**src/hdl/dmsp_pkg.sv**
```systemverilog
// Constants and types shared by the dual mode serial port.
`default_nettype none
package dmsp_pkg;
  localparam logic [15:0] ADDR_ASYNC = 16'hff70;
  localparam logic [15:0] ADDR_CLOCKED = 16'hff72;
  localparam logic [15:0] ADDR_BAUD = 16'hff73;
  localparam logic [15:0] ADDR_TXSHIFT = 16'hff74;
  localparam logic [15:0] ADDR_RXBUF = 16'hff75;
  localparam logic [15:0] ADDR_STATUS = 16'hff76;
  localparam logic [7:0] RESET_VAL = 8'h00;
  localparam logic [7:0] ASYNC_MASK = 8'hfc;
  localparam logic [7:0] CLOCKED_MASK = 8'h86;
  localparam logic [7:0] BAUD_MASK = 8'hf0;
  localparam int TXE_BIT = 7;
  localparam int RXE_BIT = 6;
  localparam int PS_HI_BIT = 5;
  localparam int PS_LO_BIT = 4;
  localparam int CL_BIT = 3;
  localparam int SL_BIT = 2;
  localparam int CSIE_BIT = 7;
  localparam int DIR_BIT = 2;
  localparam int CSCK_BIT = 1;
  localparam int DIV_LSB = 4;
  localparam logic [2:0] SUB_LAST = 3'h7;
  localparam logic [2:0] SUB_HALF = 3'h3;
  localparam logic [3:0] BITS_8 = 4'h8;
  localparam logic [3:0] BITS_7 = 4'h7;
  localparam logic [3:0] DIV_MAX = 4'h7;
  typedef enum logic [1:0] {
    DMSP_PAR_NONE = 2'h0,
    DMSP_PAR_ZERO = 2'h1,
    DMSP_PAR_ODD = 2'h2,
    DMSP_PAR_EVEN = 2'h3
  } dmsp_parity_t;
  typedef enum logic [4:0] {
    DMSP_IDLE = 5'h01,
    DMSP_START = 5'h02,
    DMSP_DATA = 5'h04,
    DMSP_PARITY = 5'h08,
    DMSP_STOP = 5'h10
  } dmsp_state_t;
endpackage : dmsp_pkg
`default_nettype wire

```
**src/hdl/dmsp_top.sv**
```systemverilog
// Dual mode serial port: UART and 3-wire clocked serial with register port.
//
// Design decision made here: strobed register access.
`default_nettype none
module dmsp_top (
  input wire logic clk_i,
  input wire logic reset_n_i,
  input wire logic [15:0] addr_i,
  input wire logic [7:0] wr_data_i,
  input wire logic wr_i,
  input wire logic rd_i,
  output logic [7:0] rd_data_o,
  input wire logic serial_clock_pin_i,
  output logic serial_clock_pin_o,
  output logic serial_clock_pin_oe_o,
  input wire logic serial_in_pin_i,
  output logic serial_out_pin_o,
  output logic rx_complete_irq_o,
  output logic tx_complete_irq_o,
  output logic clocked_xfer_done_irq_o
);
  logic [7:0] async_mode_control;
  logic [7:0] clocked_mode_control;
  logic [7:0] baud_source_select;
  logic [7:0] tx_shift_reg;
  logic [7:0] rx_buffer;
  logic rx_full;
  logic parity_err;
  logic framing_err;
  logic overrun_err;
  logic tick;
  logic sck_meta, sck_s, sck_prev;
  logic si_meta, si_s;
  logic tx_enable, rx_enable, clocked_mode_enable, first_bit_select, clock_source_select;
  logic char_length_sel, stop_length_sel;
  dmsp_pkg::dmsp_parity_t parity_sel;
  logic wr_async, wr_clocked, wr_baud, wr_tx, rd_rx;
  dmsp_pkg::dmsp_state_t tx_state, rx_state;
  logic [2:0] tx_sub, rx_sub;
  logic [3:0] tx_cnt, rx_cnt;
  logic [7:0] tx_data, rx_sh;
  logic tx_line, tx_second_stop;
  logic rx_par_bad, rx_pend, rx_load;
  logic csi_busy, csi_out, csi_done;
  logic [7:0] csi_sh;
  logic [3:0] csi_cnt;
  logic fall_ev, rise_ev;
  logic int_rise_d;
  logic [3:0] char_bits;

  assign tx_enable = async_mode_control[dmsp_pkg::TXE_BIT];
  assign rx_enable = async_mode_control[dmsp_pkg::RXE_BIT];
  assign parity_sel = dmsp_pkg::dmsp_parity_t'({async_mode_control[dmsp_pkg::PS_HI_BIT],
                                                async_mode_control[dmsp_pkg::PS_LO_BIT]});
  assign char_length_sel = async_mode_control[dmsp_pkg::CL_BIT];
  assign stop_length_sel = async_mode_control[dmsp_pkg::SL_BIT];
  assign clocked_mode_enable = clocked_mode_control[dmsp_pkg::CSIE_BIT];
  assign first_bit_select = clocked_mode_control[dmsp_pkg::DIR_BIT];
  assign clock_source_select = clocked_mode_control[dmsp_pkg::CSCK_BIT];
  assign char_bits = char_length_sel ? dmsp_pkg::BITS_8 : dmsp_pkg::BITS_7;
  assign wr_async = wr_i && (addr_i == dmsp_pkg::ADDR_ASYNC);
  assign wr_clocked = wr_i && (addr_i == dmsp_pkg::ADDR_CLOCKED);
  assign wr_baud = wr_i && (addr_i == dmsp_pkg::ADDR_BAUD);
  assign wr_tx = wr_i && (addr_i == dmsp_pkg::ADDR_TXSHIFT);
  assign rd_rx = rd_i && (addr_i == dmsp_pkg::ADDR_RXBUF);

  // Parity over the valid character bits; the zero-parity mode sends zero.
  function automatic logic parity_of(input logic [7:0] d, input logic cl, input dmsp_pkg::dmsp_parity_t ps);
    logic p;
    p = cl ? ^d : ^d[6:0];
    case (ps)
      dmsp_pkg::DMSP_PAR_ODD: parity_of = ~p;
      dmsp_pkg::DMSP_PAR_EVEN: parity_of = p;
      default: parity_of = 1'b0;
    endcase
  endfunction : parity_of

  dmsp_baud_gen u_baud (
    .clk_i(clk_i),
    .reset_n_i(reset_n_i),
    .div_code_i(baud_source_select[7:4]),
    .tick_o(tick)
  );

  // Pin synchronisers; only the second stage and the sck_prev edge copy feed logic.
  always_ff @(posedge clk_i or negedge reset_n_i) begin
    if (!reset_n_i) begin
      sck_meta <= 1'b1;
      sck_s <= 1'b1;
      sck_prev <= 1'b1;
      si_meta <= 1'b1;
      si_s <= 1'b1;
    end else begin
      sck_meta <= serial_clock_pin_i;
      sck_s <= sck_meta;
      sck_prev <= sck_s;
      si_meta <= serial_in_pin_i;
      si_s <= si_meta;
    end
  end

  // Control registers keep only their defined bits.
  always_ff @(posedge clk_i or negedge reset_n_i) begin
    if (!reset_n_i) begin
      async_mode_control <= dmsp_pkg::RESET_VAL;
      clocked_mode_control <= dmsp_pkg::RESET_VAL;
      baud_source_select <= dmsp_pkg::RESET_VAL;
    end else begin
      if (wr_async) begin
        async_mode_control <= wr_data_i & dmsp_pkg::ASYNC_MASK;
      end
      if (wr_clocked) begin
        clocked_mode_control <= wr_data_i & dmsp_pkg::CLOCKED_MASK;
      end
      if (wr_baud) begin
        baud_source_select <= wr_data_i & dmsp_pkg::BAUD_MASK;
      end
    end
  end

  always_ff @(posedge clk_i or negedge reset_n_i) begin
    if (!reset_n_i) begin
      tx_shift_reg <= dmsp_pkg::RESET_VAL;
    end else if (wr_tx) begin
      tx_shift_reg <= wr_data_i;
    end
  end

  // UART transmitter; clearing the transmit enable aborts the frame at once.
  always_ff @(posedge clk_i or negedge reset_n_i) begin
    if (!reset_n_i) begin
      tx_state <= dmsp_pkg::DMSP_IDLE;
      tx_sub <= 3'h0;
      tx_cnt <= 4'h0;
      tx_data <= 8'h00;
      tx_line <= 1'b1;
      tx_second_stop <= 1'b0;
      tx_complete_irq_o <= 1'b0;
    end else begin
      tx_complete_irq_o <= 1'b0;
      if (!tx_enable || clocked_mode_enable) begin
        tx_state <= dmsp_pkg::DMSP_IDLE;
        tx_line <= 1'b1;
      end else begin
        case (tx_state)
          dmsp_pkg::DMSP_IDLE: begin
            if (wr_tx) begin
              tx_data <= wr_data_i;
              tx_state <= dmsp_pkg::DMSP_START;
              tx_sub <= 3'h0;
              tx_line <= 1'b0;
            end
          end
          dmsp_pkg::DMSP_START: begin
            if (tick) begin
              tx_sub <= tx_sub + 3'h1;
              if (tx_sub == dmsp_pkg::SUB_LAST) begin
                tx_state <= dmsp_pkg::DMSP_DATA;
                tx_cnt <= 4'h0;
                tx_line <= tx_data[0];
              end
            end
          end
          dmsp_pkg::DMSP_DATA: begin
            if (tick) begin
              tx_sub <= tx_sub + 3'h1;
              if (tx_sub == dmsp_pkg::SUB_LAST) begin
                tx_cnt <= tx_cnt + 4'h1;
                if (tx_cnt + 4'h1 == char_bits) begin
                  if (parity_sel == dmsp_pkg::DMSP_PAR_NONE) begin
                    tx_state <= dmsp_pkg::DMSP_STOP;
                    tx_line <= 1'b1;
                    tx_second_stop <= stop_length_sel;
                  end else begin
                    tx_state <= dmsp_pkg::DMSP_PARITY;
                    tx_line <= parity_of(tx_data, char_length_sel, parity_sel);
                  end
                end else begin
                  tx_line <= tx_data[tx_cnt[2:0] + 3'h1];
                end
              end
            end
          end
          dmsp_pkg::DMSP_PARITY: begin
            if (tick) begin
              tx_sub <= tx_sub + 3'h1;
              if (tx_sub == dmsp_pkg::SUB_LAST) begin
                tx_state <= dmsp_pkg::DMSP_STOP;
                tx_line <= 1'b1;
                tx_second_stop <= stop_length_sel;
              end
            end
          end
          dmsp_pkg::DMSP_STOP: begin
            if (tick) begin
              tx_sub <= tx_sub + 3'h1;
              if (tx_sub == dmsp_pkg::SUB_LAST) begin
                if (tx_second_stop) begin
                  tx_second_stop <= 1'b0;
                end else begin
                  tx_state <= dmsp_pkg::DMSP_IDLE;
                  tx_complete_irq_o <= 1'b1;
                end
              end
            end
          end
          default: tx_state <= dmsp_pkg::DMSP_IDLE;
        endcase
      end
    end
  end

  // UART receiver; the buffer loads at the stop sample and the completion
  // pulse follows one source tick later, and a disable before that tick drops the pulse.
  always_ff @(posedge clk_i or negedge reset_n_i) begin
    if (!reset_n_i) begin
      rx_state <= dmsp_pkg::DMSP_IDLE;
      rx_sub <= 3'h0;
      rx_cnt <= 4'h0;
      rx_sh <= 8'h00;
      rx_par_bad <= 1'b0;
      rx_load <= 1'b0;
      rx_pend <= 1'b0;
      rx_complete_irq_o <= 1'b0;
    end else begin
      rx_load <= 1'b0;
      rx_complete_irq_o <= 1'b0;
      if (!rx_enable || clocked_mode_enable) begin
        rx_state <= dmsp_pkg::DMSP_IDLE;
        rx_pend <= 1'b0;
      end else begin
        if (rx_pend && tick) begin
          rx_pend <= 1'b0;
          rx_complete_irq_o <= 1'b1;
        end
        case (rx_state)
          dmsp_pkg::DMSP_IDLE: begin
            if (!si_s) begin
              rx_state <= dmsp_pkg::DMSP_START;
              rx_sub <= 3'h0;
            end
          end
          dmsp_pkg::DMSP_START: begin
            if (tick) begin
              rx_sub <= rx_sub + 3'h1;
              if (rx_sub == dmsp_pkg::SUB_HALF) begin
                rx_sub <= 3'h0;
                rx_cnt <= 4'h0;
                rx_par_bad <= 1'b0;
                rx_state <= si_s ? dmsp_pkg::DMSP_IDLE : dmsp_pkg::DMSP_DATA;
              end
            end
          end
          dmsp_pkg::DMSP_DATA: begin
            if (tick) begin
              rx_sub <= rx_sub + 3'h1;
              if (rx_sub == dmsp_pkg::SUB_LAST) begin
                rx_sh <= {si_s, rx_sh[7:1]};
                rx_cnt <= rx_cnt + 4'h1;
                if (rx_cnt + 4'h1 == char_bits) begin
                  rx_state <= (parity_sel == dmsp_pkg::DMSP_PAR_NONE) ? dmsp_pkg::DMSP_STOP
                                                                      : dmsp_pkg::DMSP_PARITY;
                end
              end
            end
          end
          dmsp_pkg::DMSP_PARITY: begin
            if (tick) begin
              rx_sub <= rx_sub + 3'h1;
              if (rx_sub == dmsp_pkg::SUB_LAST) begin
                rx_state <= dmsp_pkg::DMSP_STOP;
                rx_par_bad <= (parity_sel != dmsp_pkg::DMSP_PAR_ZERO) &&
                  (si_s != parity_of(char_length_sel ? rx_sh : {1'b0, rx_sh[7:1]}, char_length_sel, parity_sel));
              end
            end
          end
          dmsp_pkg::DMSP_STOP: begin
            if (tick) begin
              rx_sub <= rx_sub + 3'h1;
              if (rx_sub == dmsp_pkg::SUB_LAST) begin
                rx_state <= dmsp_pkg::DMSP_IDLE;
                rx_load <= 1'b1;
                rx_pend <= 1'b1;
              end
            end
          end
          default: rx_state <= dmsp_pkg::DMSP_IDLE;
        endcase
      end
    end
  end

  // Internal rises act one cycle late, since data launched at a fall needs two cycles through the input synchroniser.
  always_ff @(posedge clk_i or negedge reset_n_i) begin
    if (!reset_n_i) begin
      int_rise_d <= 1'b0;
    end else begin
      int_rise_d <= csi_busy && clock_source_select && tick && !serial_clock_pin_o;
    end
  end

  // Clocked-mode edges: internal clock toggles per tick, external is sampled.
  assign fall_ev = clock_source_select ? (csi_busy && tick && serial_clock_pin_o)
                                       : (csi_busy && sck_prev && !sck_s);
  assign rise_ev = clock_source_select ? (csi_busy && int_rise_d)
                                       : (csi_busy && !sck_prev && sck_s);

  always_ff @(posedge clk_i or negedge reset_n_i) begin
    if (!reset_n_i) begin
      csi_busy <= 1'b0;
      csi_sh <= 8'h00;
      csi_cnt <= 4'h0;
      csi_out <= 1'b1;
      csi_done <= 1'b0;
    end else begin
      csi_done <= 1'b0;
      if (!clocked_mode_enable) begin
        csi_busy <= 1'b0;
      end else if (!csi_busy) begin
        if (wr_tx) begin
          csi_busy <= 1'b1;
          csi_sh <= wr_data_i;
          csi_cnt <= 4'h0;
        end
      end else begin
        if (fall_ev) begin
          csi_out <= first_bit_select ? csi_sh[0] : csi_sh[7];
        end
        if (rise_ev) begin
          csi_sh <= first_bit_select ? {si_s, csi_sh[7:1]} : {csi_sh[6:0], si_s};
          csi_cnt <= csi_cnt + 4'h1;
          if (csi_cnt + 4'h1 == dmsp_pkg::BITS_8) begin
            csi_busy <= 1'b0;
            csi_done <= 1'b1;
          end
        end
      end
    end
  end

  // Serial clock output idles high and toggles only during internal transfers.
  always_ff @(posedge clk_i or negedge reset_n_i) begin
    if (!reset_n_i) begin
      serial_clock_pin_o <= 1'b1;
      serial_clock_pin_oe_o <= 1'b0;
    end else begin
      serial_clock_pin_oe_o <= clocked_mode_enable && clock_source_select;
      if (csi_busy && clock_source_select && tick) begin
        serial_clock_pin_o <= ~serial_clock_pin_o;
      end else if (!csi_busy) begin
        serial_clock_pin_o <= 1'b1;
      end
    end
  end

  always_ff @(posedge clk_i or negedge reset_n_i) begin
    if (!reset_n_i) begin
      serial_out_pin_o <= 1'b1;
      clocked_xfer_done_irq_o <= 1'b0;
    end else begin
      serial_out_pin_o <= clocked_mode_enable ? csi_out : tx_line;
      clocked_xfer_done_irq_o <= csi_done;
    end
  end

  // Receive buffer and error flags; a new load wins over a clearing read.
  always_ff @(posedge clk_i or negedge reset_n_i) begin
    if (!reset_n_i) begin
      rx_buffer <= 8'h00;
      rx_full <= 1'b0;
      parity_err <= 1'b0;
      framing_err <= 1'b0;
      overrun_err <= 1'b0;
    end else begin
      if (rx_load) begin
        rx_buffer <= char_length_sel ? rx_sh : {1'b0, rx_sh[7:1]};
        rx_full <= 1'b1;
        parity_err <= rx_par_bad;
        framing_err <= !si_s;
        overrun_err <= rx_full && !rd_rx;
      end else if (csi_done) begin
        rx_buffer <= csi_sh;
        rx_full <= 1'b1;
      end else if (rd_rx) begin
        rx_full <= 1'b0;
        parity_err <= 1'b0;
        framing_err <= 1'b0;
        overrun_err <= 1'b0;
      end
    end
  end

  always_ff @(posedge clk_i or negedge reset_n_i) begin
    if (!reset_n_i) begin
      rd_data_o <= 8'h00;
    end else if (rd_i) begin
      case (addr_i)
        dmsp_pkg::ADDR_ASYNC: rd_data_o <= async_mode_control;
        dmsp_pkg::ADDR_CLOCKED: rd_data_o <= clocked_mode_control;
        dmsp_pkg::ADDR_BAUD: rd_data_o <= baud_source_select;
        dmsp_pkg::ADDR_TXSHIFT: rd_data_o <= tx_shift_reg;
        dmsp_pkg::ADDR_RXBUF: rd_data_o <= rx_buffer;
        dmsp_pkg::ADDR_STATUS: rd_data_o <= {2'h0, overrun_err, framing_err, parity_err,
                                              csi_busy, !rx_state[0], !tx_state[0]};
        default: rd_data_o <= 8'h00;
      endcase
    end else begin
      rd_data_o <= 8'h00;
    end
  end
endmodule : dmsp_top
`default_nettype wire

```
**src/hdl/dmsp_baud_gen.sv**
```systemverilog
// Source clock prescaler producing one tick per fx/2^(n+1) period.
`default_nettype none
module dmsp_baud_gen (
  input wire logic clk_i,
  input wire logic reset_n_i,
  input wire logic [3:0] div_code_i,
  output logic tick_o
);
  logic [7:0] count;

  // Codes above the last legal one are clamped so the generator never stalls.
  function automatic logic [7:0] div_mask(input logic [3:0] code);
    logic [3:0] n;
    n = (code > dmsp_pkg::DIV_MAX) ? dmsp_pkg::DIV_MAX : code;
    div_mask = 8'((9'h002 << n) - 9'h001);
  endfunction : div_mask

  always_ff @(posedge clk_i or negedge reset_n_i) begin
    if (!reset_n_i) begin
      count <= 8'h00;
    end else begin
      count <= count + 8'h01;
    end
  end

  always_ff @(posedge clk_i or negedge reset_n_i) begin
    if (!reset_n_i) begin
      tick_o <= 1'b0;
    end else begin
      tick_o <= ((count & div_mask(div_code_i)) == div_mask(div_code_i));
    end
  end
endmodule : dmsp_baud_gen
`default_nettype wire

```
**config.mk**
```make
export PLATFORM = sky130hd
export DESIGN_NAME = dmsp_top
export DESIGN_NICKNAME = d
export VERILOG_FILES = /design/src/hdl/dmsp_pkg.sv /design/src/hdl/dmsp_top.sv /design/src/hdl/dmsp_baud_gen.sv
export SDC_FILE = /design/constraint.sdc
export NUM_CORES = 1
export LEC_CHECK = 0
export BUFFER_PORTS_ARGS = -buffer_cell sky130_fd_sc_hd__buf_2
export CAP_MARGIN = 20
export CELL_PAD_IN_SITES_DETAIL_PLACEMENT = 1
export CELL_PAD_IN_SITES_GLOBAL_PLACEMENT = 1
export CORE_UTILIZATION = 48
export DETAILED_ROUTE_END_ITERATION = 12
export GPL_ROUTABILITY_DRIVEN = 0
export PLACE_DENSITY_LB_ADDON = 0.1
export SYNTH_ARGS = -nofsm -noshare
export SYNTH_HDL_FRONTEND = slang
export SYNTH_SLANG_ARGS = --single-unit
```
**constraint.sdc**
```tcl
create_clock -name clk_i -period 2.9 [get_ports clk_i]
set_input_delay 0.435 -clock clk_i [delete_from_list [all_inputs] [get_ports clk_i]]
set_output_delay 0.435 -clock clk_i [all_outputs]
set_load 0.05 [all_outputs]
```
==> results of run 1 <==
-- Yosys cell counts, types with 3 or more instances --
cell	count
a211oi_1	8
a21o_1	3
a21oi_1	25
a22o_1	7
a22oi_1	7
a311o_1	3
a31oi_1	8
and2_1	3
and3_1	3
and3b_1	4
buf_2	5
clkbuf_1	26
dfrtp_1	111
dfstp_2	11
ha_1	12
inv_1	19
mux2_1	26
mux2_2	14
mux2i_1	28
nand2_1	86
nand2b_1	9
nand3_1	25
nand4_1	5
nor2_1	44
nor2b_1	14
nor3_1	10
nor3b_1	6
nor4_1	5
o211ai_1	3
o21ai_0	24
o21ai_1	21
or3_1	6
xnor2_1	17
xor2_1	12
-- worst reg2reg max path: cells and delay by family, from the launching register on --
family	cells	cell delay [ns]
AO/OA/AOI/OAI	3	1.09
adder cells (fa/ha/maj)	1	0.45
flip-flops	1	0.49
multiplexers	1	0.12
AND/OR/NAND/NOR	2	0.42
-- routing by layer --
layer / track usage / vias to the layer above / wire, um / share of wire
met5: 0 / - / 0 / 0
met4: 0.100 / 0 / 386 / 0.021
met3: 0.0627 / 28 / 809 / 0.044
met2: 0.469 / 126 / 9200 / 0.50
met1: 0.356 / 2678 / 8150 / 0.44
li1: - / 2481 / - / -
-- cell type report --
class                      count  area (um2)  area share
sequential                   122        3070       0.396
clock buffer                  21         480      0.0620
tap                          176         220      0.0284
timing repair buffer          56         330      0.0426
multi-input combinational    491        3410       0.440
clock inverter                11         166      0.0215
inverter                      20        75.1     0.00969
-- power breakdown --
part           internal, mW  switching (mW)  total [mW]  leakage [nW]
Clock                  1.52           0.789        2.31         0.311
Combinational        0.0317          0.0785       0.110          1.50
Sequential             1.71         0.00367        1.71          1.63
-- worst paths after layout --
kind / start / to / slack, ns / depth (start not counted)
min in group asynchronous: reset_n_i / u_baud.count[6] / 0.51 / 2
setup reg to reg: tx_cnt[0] / tx_state[3] / 0.24 / 7
hold / removal: serial_in_pin_i / si_meta / 0.1 / 1
hold reg to reg: sck_meta / sck_s / 0.36 / 0
setup / recovery: tx_cnt[0] / tx_state[3] / 0.24 / 7
max in group asynchronous: reset_n_i / tx_state[0] / 1.58 / 3
-- cell families (layout without fill, tap and decap cells) --
group | Yosys count | count (layout)
xor+xnor | 32 | 32
flops | 122 | 122
buf+inv | 55 | 108
simple gates | 240 | 240
fa+ha+maj | 12 | 12
mux | 70 | 70
compound gates | 137 | 137
-- per-stage QoR --
stage | hold WS [ns] | setup slack [ns] | util | cell area [um2]
3_3_place_gp | 0.345 | 0.437 | 0.527 | 7090
5_1_grt | 0.0826 | 0.0653 | 0.576 | 7750
4_1_cts | 0.0868 | 0.243 | 0.576 | 7750
3_5_place_dp | 0.349 | 0.347 | 0.527 | 7090
2_1_floorplan | 0.139 | 0.661 | - | 6700
6_report | 0.0990 | 0.236 | 0.576 | 7750
==> impl_metrics.toml, run 1 <==
[yosys]
synthMuxAreaShare = 0.116
synth.top_cell.area_share = 0.414
syn_nets = 710
yosysTopAreaCell = "dfrtp_1"
synth_area_leaders = "dfrtp_1 41%, nand2_1 4.8%, mux2_1 4.4%, dfstp_2 4.3%, mux2i_1 4.2%"
synth-xor-area-share = 0.0470
synth_top_family_by_area = "simple AND/OR/NAND/NOR gates"
synthArstFlopShare = 1.00
synth_fa_ha_area_frac = 0.0224
yosys.area_share.simple = 0.186
ys_warn_count = 0
synth_enable_flop_cells = 0
ys_seq_area_frac = 0.457
synth-compound-area-share = 0.138
synth.distinct_cells = 73
syn-cell-area_mm2 = 0.00670
synth_flop_cell = "dfrtp_1"
ys_ff_latch = 122
syn_inst = 668
syn_avg_cell_area_um2 = 10.0

[drt]
detail_route.wirelength_mm = 18.5
route.detailed.drc = 0
dr_total_vias = 5313
dr.first_iter.drc_count = 329
dr.pass1.iters = 4
ant_nets = 0
viasPerCell = 5.92
wl_per_cell_um = 20.7

[clocking]
cts-root-buf = "clkbuf_16"
cts_resized = 0
insertion_delay_ns = 0.43
ctsHoldBuffers = 1
cts_sinks = 122
clkSlewWorstSetupHoldPaths_ns = 0.06
cts_made_buffers = 17
cts_max_level = 4
post-cts-setup-buffer-count = 0
cts_tree = "built"
cts_buffer_depth = 2

[worst_setup_path]
path_delay_family = "compound AO/OA/AOI/OAI gates"
path_max_fanout = 9
critical_path_required_ns = 3.24
setup.worst_path.start_class = "register"
crit_path_max_incr_delay_ns = 0.49
path_buf_inv = 0
critical_path_class = "register to register"
worstPathCellList = "ha_1, nor4b_2, mux2i_1, a311o_1, a221oi_4, nand4b_4, o31ai_2"
cp_slowest_cell = "dfrtp_1"
endpoint_kind = "register"
worstPathArrival_ns = 3.00

[global_route]
grt_max_degree = 48
grt_overflow_total = 0
grt_pass1_vias = 5661
grt_pass1_wl_mm = 30.5
grt_usage = 0.280
antenna_found_initial = 0

[die]
row_count = 42
start_util = 0.498
core-area_mm2 = 0.0135
die_h_um = 120
ios = 44
die-area_mm2 = 0.0144
die_w_um = 120

[final_layout]
antenna_cells = 0
area_growth_pct = 15.6
finalNetCount = 750
instances_no_fill = 897
layout_common_cells = "111 x dfrtp_1, 86 x nand2_1, 44 x nor2_1"
final_common_cell = "dfrtp_1"
drive_above_1_share = 0.178
nFillCells = 1502

[pwr]
power_mw = 4.14
ir_drop_mv = 0.462
p_per_area_mw_per_mm2 = 534
p_leak_nw = 3.44

[timing]
maxSlewViolCount = 0
slew_headroom = 0.346
rsz0062_at_grt = "false"
fin_tns_setup_ns = 0
period_share = 0.919
period_needed_ns = 2.66
fmax_mhz = 375
setup_violations = 0
fin_skew_ns = 0.00478
tightest_slew_ns = 0.972
hold_violations = 0

[outcome]
status = "finished, final reports clean"

[run]
drv_cap = 0

[place]
dp.cells = 864
port_buffers = 43
dp_hpwl_mm = 12.9

[hold_path]
min_path_type = "primary input to register"
(Power assumes the default switching activity.)
==> run 2: changes to the inputs <==
CORE_UTILIZATION = 23   (was 48)
==> run 2 against run 1 <==
  * Sequential power hardly changed
  * Clock skew is 0.0058 ns higher
  * Final area is 3.0% higher
  * Critical path type unchanged
  * Largest cell class unchanged
  * Largest power group unchanged
==> impl_metrics.toml, run 2 (synthesis results as in run 1) <==
[timing]
setup_violations = 0
slew_headroom = 0.357
tightest_slew_ns = 0.956
fmax_mhz = 379
fin_tns_setup_ns = 0
fin_skew_ns = 0.0105
maxSlewViolCount = 0
period_share = 0.909
period_needed_ns = 2.64
rsz0062_at_grt = "false"
hold_violations = 0

[drt]
dr.first_iter.drc_count = 230
viasPerCell = 4.68
route.detailed.drc = 0
dr.pass1.iters = 4
dr_total_vias = 5171
ant_nets = 0
wl_per_cell_um = 18.9
detail_route.wirelength_mm = 20.9

[die]
core-area_mm2 = 0.0287
die_w_um = 173
die-area_mm2 = 0.0298
die_h_um = 173
ios = 44
row_count = 62
start_util = 0.234

[clocking]
cts_max_level = 4
post-cts-setup-buffer-count = 0
insertion_delay_ns = 0.42
cts_resized = 0
clkSlewWorstSetupHoldPaths_ns = 0.06
cts_buffer_depth = 2
cts-root-buf = "clkbuf_16"
cts_tree = "built"
cts_sinks = 122
cts_made_buffers = 17
ctsHoldBuffers = 0

[global_route]
grt_pass1_wl_mm = 33.9
grt_pass1_vias = 5562
grt_max_degree = 40
grt_overflow_total = 0
grt_usage = 0.148
antenna_found_initial = 2

[final_layout]
finalNetCount = 750
area_growth_pct = 19.0
layout_common_cells = "111 x dfrtp_1, 86 x nand2_1, 44 x nor2_1"
final_common_cell = "dfrtp_1"
fin_area_mm2 = 0.00798
drive_above_1_share = 0.178

[worst_setup_path]
path_delay_family = "compound AO/OA/AOI/OAI gates"
path_max_fanout = 9
setup.worst_path.start_class = "register"
worstPathCellList = "ha_1, nor4b_2, mux2i_1, a311o_1, a221oi_4, nand4b_4, o31ai_2"
timing.rr.end = "tx_state[3]"
cp_slowest_cell = "dfrtp_1"
critical_path_required_ns = 3.22
r2r-start = "tx_cnt[0]"
worst_r2r_path_depth = 7
critical_path_class = "register to register"
endpoint_kind = "register"
path_buf_inv = 0
worstPathArrival_ns = 2.96
crit_path_max_incr_delay_ns = 0.48
rrSetupSlack_ns = 0.26

[place]
port_buffers = 43
dp_hpwl_mm = 15.4
dpl_cell_area_mm2 = 0.00736

[pwr]
p_per_area_mw_per_mm2 = 516
p_leak_nw = 3.44
ir_drop_mv = 0.341

[run]
drv_cap = 0

[outcome]
status = "finished, final reports clean"

[hold_path]
min_path_type = "primary input to async pin"
-- run 2: worst max-delay path by stage --
stage               startpoint          end  cells past startpoint
global placement     tx_cnt[0]  tx_state[3]                      7
detailed placement   tx_cnt[0]  tx_state[3]                      7
finish               tx_cnt[0]  tx_state[3]                      7
global route         tx_cnt[0]  tx_state[3]                      7
floorplan            tx_cnt[1]  tx_state[2]                      7
CTS                  tx_cnt[0]  tx_state[3]                      7
-- run 2: area by class of cell --
type	count	area [um2]
Timing Repair Buffer	56	328
Clock inverter	13	175
Antenna cell	1	2.50
Tap cell	384	480
Inverter	20	75.1
Clock buffer	19	443
Fill cell	3292	20700
Multi-Input combinational cell	491	3410
Sequential cell	122	3070
-- run 2: layer usage --
| layer | global-route usage | part of all wire |
|---|---|---|
| met5 | 0 | 0 |
| met4 | 0.0372 | 0.0092 |
| met3 | 0.0286 | 0.025 |
| met2 | 0.238 | 0.48 |
| met1 | 0.203 | 0.49 |
-- run 2: power by group --
group | internal [mW] | switching, mW | leakage, nW | total, mW
combinational | 0.0308 | 0.0840 | 1.50 | 0.115
sequential | 1.71 | 0.00345 | 1.63 | 1.71
clock | 1.45 | 0.836 | 0.306 | 2.29
-- run 2: worst reg2reg max path, cell delays in order, from the launching register on --
cell,delay [ns]
dfrtp_1,0.48
ha_1,0.44
nor4b_2,0.22
mux2i_1,0.11
a311o_1,0.39
a221oi_4,0.45
nand4b_4,0.19
o31ai_2,0.26
-- run 2: stage by stage --
step                worst slack [ns]  std cells  utilization  total power [mW]  hold slack, ns
floorplan                      0.661        668            -              1.77           0.139
global placement               0.373       1073        0.256              1.86           0.350
detailed placement             0.262       1073        0.256              1.86           0.347
CTS                            0.256       1105        0.278              4.19          0.0127
global route                   0.124       1105        0.278              4.29          0.0319
finish                         0.264       1106        0.278              4.12         0.00847
==> run 3: changes to the inputs <==
PLACE_DENSITY_LB_ADDON = 0.15   (was 0.1)
==> run 3 against run 2 <==
  * Final area decreased by 0.42%
  * Clock-buffer cell count decreased by 2
  * Via count increased by 1.3%
  * Critical path type unchanged
  * Highest routed layer is now met5
==> impl_metrics.toml, run 3 (synthesis results as in run 1) <==
[timing]
fin_skew_ns = 0.0104
fmax_mhz = 387
maxSlewViolCount = 0
rsz0062_at_grt = "false"
hold_ws_ns = 0.0699
period_needed_ns = 2.59
tightest_slew_ns = 0.902
period_share = 0.892
setup_violations = 0
fin_tns_setup_ns = 0
hold_violations = 0
slew_headroom = 0.393

[worst_setup_path]
path_max_fanout = 9
critical_path_class = "register to register"
r2r-start = "tx_cnt[0]"
worst_r2r_path_depth = 7
critical_path_required_ns = 3.23
rrSetupSlack_ns = 0.31
setup.worst_path.start_class = "register"
timing.rr.end = "tx_state[2]"
worstPathArrival_ns = 2.92
endpoint_kind = "register"

[die]
die_h_um = 173
core-area_mm2 = 0.0287
ios = 44
die_w_um = 173
row_count = 62
die-area_mm2 = 0.0298
start_util = 0.234

[drt]
dr_total_vias = 5238
viasPerCell = 4.74
route.detailed.drc = 0
dr.first_iter.drc_count = 231
dr.pass1.iters = 4
detail_route.wirelength_mm = 20.1
wl_per_cell_um = 18.2
ant_nets = 0

[global_route]
grt_pass1_vias = 5684
grt_max_degree = 123
grt_overflow_total = 0
grt_usage = 0.143
grt_pass1_wl_mm = 33.2
antenna_found_initial = 1

[clocking]
cts_resized = 0
cts_tree = "built"
insertion_delay_ns = 0.42
cts_buffer_depth = 2
clkSlewWorstSetupHoldPaths_ns = 0.06
cts-root-buf = "clkbuf_16"
ctsHoldBuffers = 0
post-cts-setup-buffer-count = 0
cts_made_buffers = 17
cts_max_level = 4
cts_sinks = 122

[final_layout]
final_common_cell = "dfrtp_1"
layout_common_cells = "111 x dfrtp_1, 86 x nand2_1, 44 x nor2_1"
fin_area_mm2 = 0.00795
nFillCells = 3286
seq_area_mm2 = 0.00307
finalNetCount = 748
drive_above_1_share = 0.177
multi_input_area_mm2 = 0.00341
area_growth_pct = 18.5

[place]
port_buffers = 43
dp_hpwl_mm = 14.5
dpl_cell_area_mm2 = 0.00734

[hold_path]
min_path_type = "primary input to async pin"

[pwr]
p_per_area_mw_per_mm2 = 507
ir_drop_mv = 0.347
p_leak_nw = 3.41

[outcome]
status = "finished, final reports clean"

[run]
drv_cap = 0
==> run 3: changes by cell type in the layout (fill, tap and decap cells not counted), sizes merged <==
cell	delta
inv	+3
buf	-2
clkbuf	-2
bufinv	-1
clkinv	-1
clkinvlp	+1
==> run 3: per-layer routing <==
metal  global-route usage  vias up  wire [um]  part of all wire
met3               0.0314       12        708             0.035
met4               0.0328        2        184            0.0092
met5                    0        -         13           0.00065
met1                0.194     2681       9690              0.48
met2                0.232       77       9500              0.47
li1                     -     2466          -                 -
==> run 3: worst max path at each step <==
stage,startpoint,to,cells past startpoint
finish,tx_cnt[0],tx_state[2],7
global placement,tx_cnt[0],tx_state[2],7
CTS,tx_cnt[0],tx_state[2],7
detailed placement,tx_cnt[0],tx_state[2],7
floorplan,tx_cnt[1],tx_state[2],7
global route,tx_cnt[0],tx_state[3],7
==> run 3: cell type report <==
class / instances / share of cell area
multi-input combinational: 491 / 0.429
clock buffer: 17 / 0.0535
antenna: 1 / 0.000315
sequential: 122 / 0.386
tap: 384 / 0.0605
timing repair buffer: 54 / 0.0394
clock inverter: 15 / 0.0219
inverter: 20 / 0.00945
==> run 3: metrics by stage <==
| stage | setup slack, ns | util | total power, mW | instances |
|---|---|---|---|---|
| after detailed placement | 0.292 | 0.256 | 1.86 | 1071 |
| after CTS | 0.284 | 0.277 | 4.11 | 1103 |
| after global placement | 0.401 | 0.256 | 1.86 | 1071 |
| after global routing | 0.136 | 0.277 | 4.19 | 1103 |
| after floorplan | 0.661 | - | 1.77 | 668 |
| final | 0.313 | 0.277 | 4.03 | 1104 |
==> run 3: report_power, final <==
group	switching, mW	internal [mW]	leakage [nW]
registers	0.00364	1.71	1.63
clock network	0.849	1.35	0.294
logic	0.0820	0.0300	1.49
total	0.935	3.09	3.41
==> run 3: worst max-delay path, cell delays in order, from the launching register on <==
cell	delay (ns)
dfrtp_1	0.48
ha_1	0.45
nor4b_2	0.23
mux2i_1	0.11
a311o_1	0.39
a221oi_4	0.43
nand4b_4	0.18
o31ai_2	0.23
